File: src/common/agp_pkg.sv
// shared constants and types for the graphics-port request queues
package agp_pkg;
	localparam int ADDR_W = 32;
	localparam int DATA_W = 32;
	localparam int LEN_W = 4;
	localparam int RQ_DEPTH = 16;
	localparam int SQ_DEPTH = 6;
	localparam int MAX_OUTSTANDING = 22;
	localparam int SYNC_STAGES = 3;
	localparam int PAGE_W = 12;
	localparam int APER_IDX_W = 4;
	localparam int APER_PAGES = 16;
	localparam int PFN_W = ADDR_W - PAGE_W;
	localparam logic [ADDR_W-1:0] APER_BASE = 32'he000_0000;
	localparam int MIN_AGP_BYTES = 8;
	localparam int CLK_SYS_MHZ = 50;
	localparam int LINK_CLK_NOM_KHZ = 66600;
	localparam logic [2:0] BEATS_1X = 3'h1;
	localparam logic [2:0] BEATS_2X = 3'h2;
	localparam logic [2:0] BEATS_4X = 3'h4;
	typedef enum logic [1:0] {RATE_1X, RATE_2X, RATE_4X} rate_t;
	typedef struct packed {
		logic write;
		logic high;
		logic [LEN_W-1:0] len;
		logic [ADDR_W-1:0] addr;
	} req_t;
endpackage

File: src/design/svc_fifo.sv
// parameterised fifo used as the service queue
`timescale 1ns/100ps
module svc_fifo #(
	parameter int W = 8,
	parameter int DEPTH = 16,
	parameter int CW = $clog2(DEPTH + 1)
) (
	input wire logic clk_sys,
	input wire logic resetn,
	input wire logic in_valid,
	output logic in_ready,
	input wire logic [W-1:0] in_data,
	output logic out_valid,
	input wire logic out_ready,
	output logic [W-1:0] out_data,
	output logic [CW-1:0] count
);
	localparam int PW = (DEPTH > 1) ? $clog2(DEPTH) : 1;
	typedef struct packed {
		logic [DEPTH-1:0][W-1:0] mem;
		logic [PW-1:0] wr;
		logic [PW-1:0] rd;
		logic [CW-1:0] cnt;
	} fifo_st_t;
	fifo_st_t st_reg, st_next;
	logic push, pop;

	assign in_ready = (st_reg.cnt != CW'(DEPTH));
	assign out_valid = (st_reg.cnt != '0);
	assign out_data = st_reg.mem[st_reg.rd];
	assign count = st_reg.cnt;
	assign push = in_valid && in_ready;
	assign pop = out_valid && out_ready;

	always_comb begin
		st_next = st_reg;
		if (push) begin
			st_next.mem[st_reg.wr] = in_data;
			st_next.wr = (st_reg.wr == PW'(DEPTH - 1)) ? '0 : PW'(st_reg.wr + 1'b1);
		end
		if (pop) begin
			st_next.rd = (st_reg.rd == PW'(DEPTH - 1)) ? '0 : PW'(st_reg.rd + 1'b1);
		end
		st_next.cnt = CW'(st_reg.cnt + CW'(push) - CW'(pop));
	end

	always_ff @(posedge clk_sys or negedge resetn) begin
		if (!resetn) begin
			st_reg <= '0;
		end else begin
			st_reg <= st_next;
		end
	end
endmodule // svc_fifo

File: src/design/agp_target_request_queues.sv
// graphics-port target: request queue, service queue and aperture remap
`timescale 1ns/100ps
// Notes on behaviour
// - 32-bit link at 1x, 2x or 4x rates
// - up to 22 transactions outstanding at once
// - target for port requests; pci cycles are only flagged on pci_cycle
// - detected requests stored in 16-entry queue
// - queue orders by priority and ordering rules
// - data-ready requests move to 6-entry service queue
// - one queue: low/high priority by flag, reads and writes kept in arrival order
// - high priority passes low priority automatically
// - frame low means a pci cycle
// - port logic runs on clk_sys; link clock is sampled
// - aperture addresses remapped through relocation table
module agp_target_request_queues
	import agp_pkg::*;
#(
	parameter int RQ_N = agp_pkg::RQ_DEPTH,
	parameter int SQ_N = agp_pkg::SQ_DEPTH,
	parameter int MAX_OUT = agp_pkg::MAX_OUTSTANDING
) (
	input wire logic clk_sys,
	input wire logic resetn,
	input wire logic link_clk,
	input wire logic frame_n,
	input wire logic req_valid,
	input wire logic req_sideband,
	input wire logic req_write,
	input wire logic req_high,
	input wire logic [agp_pkg::LEN_W-1:0] req_len,
	input wire logic [agp_pkg::ADDR_W-1:0] req_addr,
	input wire agp_pkg::rate_t rate_sel,
	input wire logic tbl_we,
	input wire logic [agp_pkg::APER_IDX_W-1:0] tbl_idx,
	input wire logic [agp_pkg::PFN_W-1:0] tbl_pfn,
	input wire logic mem_ready,
	input wire logic svc_ready,
	output logic req_ready,
	output logic pci_cycle,
	output logic [2:0] link_beats,
	output logic svc_valid,
	output logic svc_write,
	output logic svc_high,
	output logic [agp_pkg::LEN_W-1:0] svc_len,
	output logic [agp_pkg::ADDR_W-1:0] svc_addr,
	output logic [4:0] outstanding
);
	import agp_pkg::*;
	localparam int CW = $clog2(RQ_N + 1);
	localparam int IW = $clog2(RQ_N);
	localparam int SCW = $clog2(SQ_N + 1);

	typedef struct packed {
		logic [SYNC_STAGES-1:0] lclk_s;
		logic lclk_st;
		logic [SYNC_STAGES-1:0] frame_s;
		logic frame_st;
		req_t [RQ_N-1:0] q;
		logic [CW-1:0] cnt;
		logic [APER_PAGES-1:0][PFN_W-1:0] tbl;
		logic req_ready;
		logic pci_cycle;
		logic [2:0] beats;
		logic svc_valid;
		req_t svc;
		logic [4:0] outstanding;
	} st_t;
	st_t st_reg, st_next;

	logic lk_rise, accept, move, fifo_in_ready, fifo_out_valid, fifo_out_ready;
	logic [RQ_N-1:0] high_vld;
	logic [IW-1:0] sel;
	logic [SCW-1:0] fifo_count;
	logic [4:0] occ;
	req_t sel_req, fifo_in_data, fifo_out_data;

	// ************************************************************
	// helpers
	// ************************************************************
	function automatic logic in_aperture(input logic [ADDR_W-1:0] a);
		in_aperture = (a >= APER_BASE) &&
			(a < APER_BASE + ADDR_W'(APER_PAGES << PAGE_W));
	endfunction

	function automatic req_t remap(input req_t r, input logic [APER_PAGES-1:0][PFN_W-1:0] t);
		logic [ADDR_W-1:0] off;
		remap = r;
		off = r.addr - APER_BASE;
		if (in_aperture(r.addr)) begin
			remap.addr = {t[off[PAGE_W +: APER_IDX_W]], r.addr[PAGE_W-1:0]};
		end
	endfunction

	// ************************************************************
	// link sampling and request selection
	// ************************************************************
	// link clock is slow against clk_sys, so its edges are found by sampling
	assign lk_rise = (st_reg.lclk_s[1] == st_reg.lclk_s[2]) && st_reg.lclk_s[2] && !st_reg.lclk_st;
	assign occ = 5'(st_reg.cnt) + 5'(fifo_count) + 5'(st_reg.svc_valid);
	assign accept = lk_rise && !st_reg.frame_st && req_valid &&
		(st_reg.cnt < CW'(RQ_N)) && (occ < 5'(MAX_OUT));

	// queue holds arrival order; oldest high entry wins, else oldest entry
	always_comb begin
		sel = '0;
		for (int i = RQ_N - 1; i >= 0; i--) begin
			if ((CW'(i) < st_reg.cnt) && st_reg.q[i].high) begin
				sel = IW'(i);
			end
		end
	end
	// occupied high entries, built apart from the selection loop for the check below
	for (genvar g = 0; g < RQ_N; g++) begin : g_high
		assign high_vld[g] = (CW'(g) < st_reg.cnt) && st_reg.q[g].high;
	end
	assign sel_req = st_reg.q[sel];
	assign move = mem_ready && (st_reg.cnt != '0) && fifo_in_ready;
	assign fifo_in_data = remap(sel_req, st_reg.tbl);
	assign fifo_out_ready = !st_reg.svc_valid || svc_ready;

	svc_fifo #(.W($bits(req_t)), .DEPTH(SQ_N)) u_svc_fifo (
		.clk_sys(clk_sys),
		.resetn(resetn),
		.in_valid(move),
		.in_ready(fifo_in_ready),
		.in_data(fifo_in_data),
		.out_valid(fifo_out_valid),
		.out_ready(fifo_out_ready),
		.out_data(fifo_out_data),
		.count(fifo_count)
	);

	// ************************************************************
	// next state
	// ************************************************************
	always_comb begin
		st_next = st_reg;
		st_next.lclk_s = {st_reg.lclk_s[SYNC_STAGES-2:0], link_clk};
		// kept as frame asserted, so the reset value matches the idle pin
		st_next.frame_s = {st_reg.frame_s[SYNC_STAGES-2:0], !frame_n};
		if (st_reg.lclk_s[1] == st_reg.lclk_s[2]) begin
			st_next.lclk_st = st_reg.lclk_s[2];
		end
		if (st_reg.frame_s[1] == st_reg.frame_s[2]) begin
			st_next.frame_st = st_reg.frame_s[2];
		end
		// frame low: the cycle belongs to pci and never enters the queue
		if (lk_rise) begin
			st_next.pci_cycle = st_reg.frame_st;
		end
		if (move) begin
			for (int i = 0; i < RQ_N - 1; i++) begin
				if (i >= int'(sel)) begin
					st_next.q[i] = st_reg.q[i+1];
				end
			end
			st_next.cnt = CW'(st_reg.cnt - 1'b1);
		end
		if (accept) begin
			st_next.q[st_next.cnt].write = req_write;
			st_next.q[st_next.cnt].high = req_high;
			st_next.q[st_next.cnt].len = req_len;
			st_next.q[st_next.cnt].addr = req_addr;
			st_next.cnt = CW'(st_next.cnt + 1'b1);
		end
		if (tbl_we) begin
			st_next.tbl[tbl_idx] = tbl_pfn;
		end
		st_next.req_ready = st_next.cnt < CW'(RQ_N);
		case (rate_sel)
			RATE_2X: st_next.beats = BEATS_2X;
			RATE_4X: st_next.beats = BEATS_4X;
			default: st_next.beats = BEATS_1X;
		endcase
		if (fifo_out_ready) begin
			st_next.svc_valid = fifo_out_valid;
			st_next.svc = fifo_out_data;
		end
		st_next.outstanding = occ;
	end

	always_ff @(posedge clk_sys or negedge resetn) begin
		if (!resetn) begin
			st_reg <= '0;
		end else begin
			st_reg <= st_next;
		end
	end

	assign req_ready = st_reg.req_ready;
	assign pci_cycle = st_reg.pci_cycle;
	assign link_beats = st_reg.beats;
	assign svc_valid = st_reg.svc_valid;
	assign svc_write = st_reg.svc.write;
	assign svc_high = st_reg.svc.high;
	assign svc_len = st_reg.svc.len;
	assign svc_addr = st_reg.svc.addr;
	assign outstanding = st_reg.outstanding;
endmodule // agp_target_request_queues

File: config.mk
export PLATFORM = sky130hd
export DESIGN_NAME = agp_target_request_queues
export DESIGN_NICKNAME = d
export VERILOG_FILES = /design/src/common/agp_pkg.sv /design/src/design/svc_fifo.sv /design/src/design/agp_target_request_queues.sv
export SDC_FILE = /design/constraint.sdc
export NUM_CORES = 2
export LEC_CHECK = 0
export BUFFER_PORTS_ARGS = -buffer_cell sky130_fd_sc_hd__buf_2
export CELL_PAD_IN_SITES_DETAIL_PLACEMENT = 1
export CELL_PAD_IN_SITES_GLOBAL_PLACEMENT = 2
export CORE_AREA = 4 4 376 378
export CTS_CLUSTER_SIZE = 30
export DETAILED_ROUTE_END_ITERATION = 8
export DIE_AREA = 0 0 380 382
export GPL_ROUTABILITY_DRIVEN = 1
export HOLD_SLACK_MARGIN = 0.02
export PLACE_DENSITY = 0.94
export SYNTH_ARGS = -nofsm -noshare
export SYNTH_HDL_FRONTEND = slang
export SYNTH_SLANG_ARGS = --single-unit
File: constraint.sdc
create_clock -name clk_sys -period 7.2 [get_ports clk_sys]
set_input_delay 0.72 -clock clk_sys [delete_from_list [all_inputs] [get_ports clk_sys]]
set_output_delay 0.72 -clock clk_sys [all_outputs]
set_load 0.02 [all_outputs]
* Yosys cells after proc, flatten, opt, wreduce, memory -nomap -nowiden
Index checks and enable logic that the tools add are counted.
** Word-level totals
- Bits in registers :: 1227
- Input port bits :: 73
** Cells by class
- Reduce and logical (&&, ||, !) cells :: 37
- Eq/ne operators :: 7
- Order comparisons :: 45
- Mux-type cells :: 61
- Add/sub/neg operators :: 9
** Operators by type and width (count)
- 608-bit bitwise mux :: 4
- 575-bit two-way mux :: 2
- 38-bit two-way mux :: 19
- 38-bit demux with 4-bit select :: 4
- 320-bit bitwise mux :: 1
- 228-bit bitwise mux :: 1
- 38-bit binary-select mux with 4-bit select :: 1
- 38-bit binary-select mux with 3-bit select :: 1
- 38-bit demux with 3-bit select :: 1
- 20-bit binary-select mux with 4-bit select :: 1
- 20-bit demux with 4-bit select :: 1
- 32-bit two-way mux :: 2
- 4-bit two-way mux :: 16
- 4-bit by 5-bit less-than comparator with 1-bit output (first input constant) :: 8
- 20-bit two-way mux :: 2
- 37-bit two-way mux :: 1
- 36-bit two-way mux :: 1
- 32-bit greater-or-equal comparator (second input constant) :: 1
- 32-bit less-than comparator (second input constant) :: 1
- 1-bit logical AND :: 30
- 4-bit greater-or-equal comparator (first input constant) :: 7
- 3-bit by 5-bit less-than comparator with 1-bit output (first input constant) :: 4
- 5-bit less-than comparator (second input constant) :: 4
- 3-bit by 4-bit greater-or-equal comparator with 1-bit output (first input constant) :: 4
- 28 further kinds :: 42

* Depth between registers and ports, before layout
- Depth after elaboration :: 31
- Mapped depth :: 22
- Mapped depth without buffers :: 16

* By module
From an unflattened synthesis, not the netlist that was laid out.
** Unflattened totals
- Cell total of the unflattened synthesis :: 5916
- Area, all modules :: 62421.1 um2
** Modules (own cells, without submodules)
- agp_target_request_queues :: sequential area each 24773.8 um2, cells each 5174, times used 1, area each 51498.1 um2
- svc_fifo :: sequential area each 5930.7 um2, cells each 742, times used 1, area each 10923.0 um2

* Worst setup path after synthesis
Ideal clock, no wire load.
- Path type :: register to register
- Start :: register st_reg[371] (netlist name)
- End :: register u_svc_fifo.st_reg[114] (netlist name)
- Required time :: 7064 ps
- Buffers on the path :: 4
- Data arrival time :: 4060 ps
- Setup slack :: 3005 ps
- Clock period less this slack :: 4195 ps
- Cell stages (with the launch flop) :: 18
- Library setup time :: 136 ps
- Cells stage by stage :: dfrtp_1 buf_6 or3_4 a41oi_1 and4_1 o211ai_1 a21oi_2 buf_2 buf_4 mux2i_1 o22ai_1 nor4_1 o22ai_1 nor4_2 nand3_2 buf_6 o32ai_2 o21ai_1
** On the way
- Word-level cells in the longest chain between the ends :: 25
- Elaborated cells between the ends (all ways) :: 62
** Ends and longest elaborated chain
- start: declaration :: RTL line agp_target_request_queues.sv:68 : st_t st_reg, st_next;
- start signal: assignment :: RTL line agp_target_request_queues.sv:186 : st_reg <= st_next;
- 4-bit by 5-bit less-than comparator with 1-bit output
- 1-bit logical AND
- 4-bit two-way mux (16 in series) :: RTL line agp_target_request_queues.sv:107 : if ((CW'(i) < st_reg.cnt) && st_reg.q[i].high) begin
- 38-bit binary-select mux with 4-bit select :: RTL line agp_target_request_queues.sv:116 : assign sel_req = st_reg.q[sel];
- 38-bit two-way mux (not written as such) :: RTL line agp_target_request_queues.sv:116
- 16-bit by 1-bit subtractor with 16-bit output :: RTL line agp_target_request_queues.sv:88 : off = r.addr - APER_BASE;
- 20-bit binary-select mux with 4-bit select :: RTL line agp_target_request_queues.sv:90 : remap.addr = {t[off[PAGE_W +: APER_IDX_W]], r.addr[PAGE_W-1:0]};
- 20-bit two-way mux (not written as such) :: RTL line agp_target_request_queues.sv:90
- 32-bit two-way mux :: RTL line agp_target_request_queues.sv:89 : if (in_aperture(r.addr)) begin
- 228-bit bitwise mux :: RTL line svc_fifo.sv:38 : st_next.mem[st_reg.wr] = in_data;
- end signal: assignment :: RTL line svc_fifo.sv:51 : st_reg <= st_next;
- end: declaration :: RTL line svc_fifo.sv:25 : fifo_st_t st_reg, st_next;
Several ways; a longest one is shown, not always the timed one. The select of a mux whose other input is x is not followed.
A chain may end at the register's enable or synchronous reset.

* Worst setup path after layout
- Start :: register st_reg[371] (netlist name)
- End :: register u_svc_fifo.st_reg[109] (netlist name)
The elaborated chain is that of the path after synthesis.

==> impl_metrics.ini <==
[pwr]
ir_drop_uv = 659.0
p_int_w = 0.01970
power_density_mw_per_mm2 = 540.0
clkPwrFrac_pct = 19.5
p_sw_share_pct = 46.92
power_switching_w = 0.01741
seq_power_share_pct = 29.4
power.total_w = 0.03711
p_leak_nw = 30.36
p_comb_share_pct = 51.1

[placement]
portBuffers = 120
place_ws_ps = 726.7
place_hpwl_um = 127400
globalplace.congestion = 0.8514
placed_area_sq_mm = 0.06410

[cts]
clkSinkCount = 1227
cts-buffers-inserted = 138
ctsResizeCount = 0
cts_buffer_depth = 3
clk_pin_slew_ps = 60
post_cts_buffers = 0
cts_tree = done
root_buffer = clkbuf_16
insertion_delay_ps = 810
htree_levels = 4

[floorplanning]
die_w_um = 380
ioPinCount = 122
core.rowCount = 136
die_h_um = 382
die_area_sq_mm = 0.1452
start_util_pct = 44.96
design.core.area_sq_mm = 0.1375

[yosys]
synthTopCellsByCount = 1280 x nand2_1, 1227 x dfrtp_1, 754 x mux2i_1, 702 x o21ai_0, 434 x mux2_2
yosysWarnings = 0
synthCells = 6022
syn_area_sq_mm = 0.06181
yosys-top-cells-area = dfrtp_1 50%, mux2i_1 12%, mux2_2 7.9%
synthArstFlopShare_pct = 100.0
avgSynthCellArea_sq_um = 10.26
synth_seq_area_share_pct = 49.67
synth_cell_type_count = 96
synth_edf_count = 0
synth_top_area_share_pct = 49.67
synth_fp_nets = 6112
yosysMostFrequentCell = nand2_1
ys.flop_type = dfrtp_1
synth_seq_cells = 1227
yosysTopAreaCell = dfrtp_1

[worst_setup_path]
critPathArrivalTime_ps = 7570
crit_chain = or3_4 -> o21a_1 -> nor3_1 -> buf_4 -> o21a_4 -> nand2_1 -> buf_4 -> o22ai_1 -> or4_1 -> and2_2 -> buf_4 -> a211oi_1 -> a311oi_1 -> a311oi_1 -> o31ai_2 -> mux2_2
end_kind = flip-flop
worst-r2r-setup-slack_ps = 350
timing.rr.end = u_svc_fifo.st_reg[109]
start_kind = flip-flop
worstRegToRegCells = 16
cp_max_fo = 25
cpMostUsedCell = buf_4
slowest_delay_ps = 850
crit_slowest_cell = o31ai_2
r2r_start = st_reg[371]
critical_path_required_ps = 7910
criticalPathCategory = flip-flop to flip-flop

[timing]
whs_ps = -26.02
period_needed_ps = 6853
timing_hold_violations_final = 24
setup_viol = 0
slew_viol_final = 0
rsz0062_at_grt = no
fin_ws_ps = 347.0
fin_worst_skew_ps = 35.33
tns_ps = 0
post-route-period-util_pct = 95.18
fmax_mhz = 145.9
worst_slew_pin_slew_ps = 1413
slew_headroom_pct = 5.598

[detailed_routing]
drt_iter0_markers = 4656
routed_wl_um = 217500
ant_nets = 0
dr.pass1.iters = 7
routed_via_density = 6.295
drc = 0
post_drt_wl_per_cell_um = 27.86
num_vias = 49130

[final_layout]
drive_gt1_share_pct = 18.17
utilization_pct = 49.99
fin_area_sq_mm = 0.06873
syn2layout_area_growth_pct = 11.18
nFillCells = 14900
regArea_sq_mm = 0.03071
nNetsFinal = 5984
largest_reg_flops = 937
multi_input_area_sq_mm = 0.02884

[grt]
grt_max_degree = 195
antenna_found_initial = 30
grt_pass1_wl_um = 329300
grt_usage_pct = 29.44
grt_pass1_vias = 52060
grt_overflow_total = 0

[worst_hold_path]
hold_path_class = input pin to async pin

[outcome]
status = finished, violations left
violations = negative hold slack

[run]
cap_violations = 0
-- how the worst max path moves through the flow --
stage	startpoint	cells after the start	slack (ps)	endpoint
after CTS	st_reg[371]	16	570	u_svc_fifo.st_reg[109]
after detailed placement	st_reg[371]	16	730	u_svc_fifo.st_reg[109]
after global placement	st_reg[371]	15	880	u_svc_fifo.st_reg[68]
after floorplan	st_reg[371]	17	3000	u_svc_fifo.st_reg[114]
after global routing	st_reg[371]	16	250	u_svc_fifo.st_reg[109]
final	st_reg[371]	16	350	u_svc_fifo.st_reg[109]
-- cells in the final DEF (no fill, tap or decap), drive strengths merged, types with 33 or more instances in the layout --
master	instances
o221ai	43
o21ai	720
and3	60
o22ai	33
nand2	1282
o21a	45
nand3	109
inv	71
buf	280
a21oi	117
nor2	114
mux4	41
clkbuf	209
a311oi	54
dfrtp	1227
mux2i	754
mux2	435
-- routing by layer --
layer  GRT usage (%)  share of wire (%)  vias up
met5               0              0.055        -
met4           12.12                3.9       16
met3           5.418                7.0      498
met2           47.04                 47     1870
met1           39.69                 42    25780
li1                -                  -    20970
-- per-stage QoR --
step / hold slack, ps / instances
final: -26.02 / 7805
after global routing: 45.98 / 7802
after CTS: 21.53 / 7794
after detailed placement: 336.3 / 7547
after global placement: 339.1 / 7547
after floorplan: 331.2 / 6022
-- layout make-up --
cell class | instances | area share (%)
Antenna cell | 11 | 0.04005
Clock buffer | 209 | 6.064
Clock inverter | 37 | 0.6062
Inverter | 64 | 0.3495
Multi-Input combinational cell | 4182 | 41.97
Sequential cell | 1227 | 44.68
Tap cell | 1794 | 3.266
Timing Repair Buffer | 281 | 3.022
-- power by group through the flow --
| stage | clock network (W) | logic (W) | registers, W |
|---|---|---|---|
| CTS | 0.00732 | 0.0186 | 0.0108 |
| finish | 0.00723 | 0.0190 | 0.0109 |
| detailed placement | 0 | 0.0184 | 0.0109 |
| global placement | 0 | 0.0179 | 0.0108 |
| floorplan | 0 | 0.0117 | 0.0103 |
| global route | 0.00761 | 0.0198 | 0.0112 |
-- what timing repair did --
item | in CTS | in global routing
hold buffers | 1 | 0
endpoints found under the setup margin | 0 | 0
endpoints found under the hold margin | 1 | 0
-- kinds of logic after synthesis --
logic type	synth area share, %
AO/OA/AOI/OAI	12.58
adder cells (fa/ha/maj)	0.3967
XOR/XNOR	0.1842
flip-flops	49.67
multiplexers	21.63
AND/OR/NAND/NOR	11.15
buffers and inverters	4.388
-- critical path, delay by kind of cell (launching register included) --
kind	cells	cell delay (ps)
compound gates	7	2380
buf+inv	3	1160
flops	1	630
mux	1	350
simple gates	5	2210
Note: power is estimated with default switching activity, not from simulation.
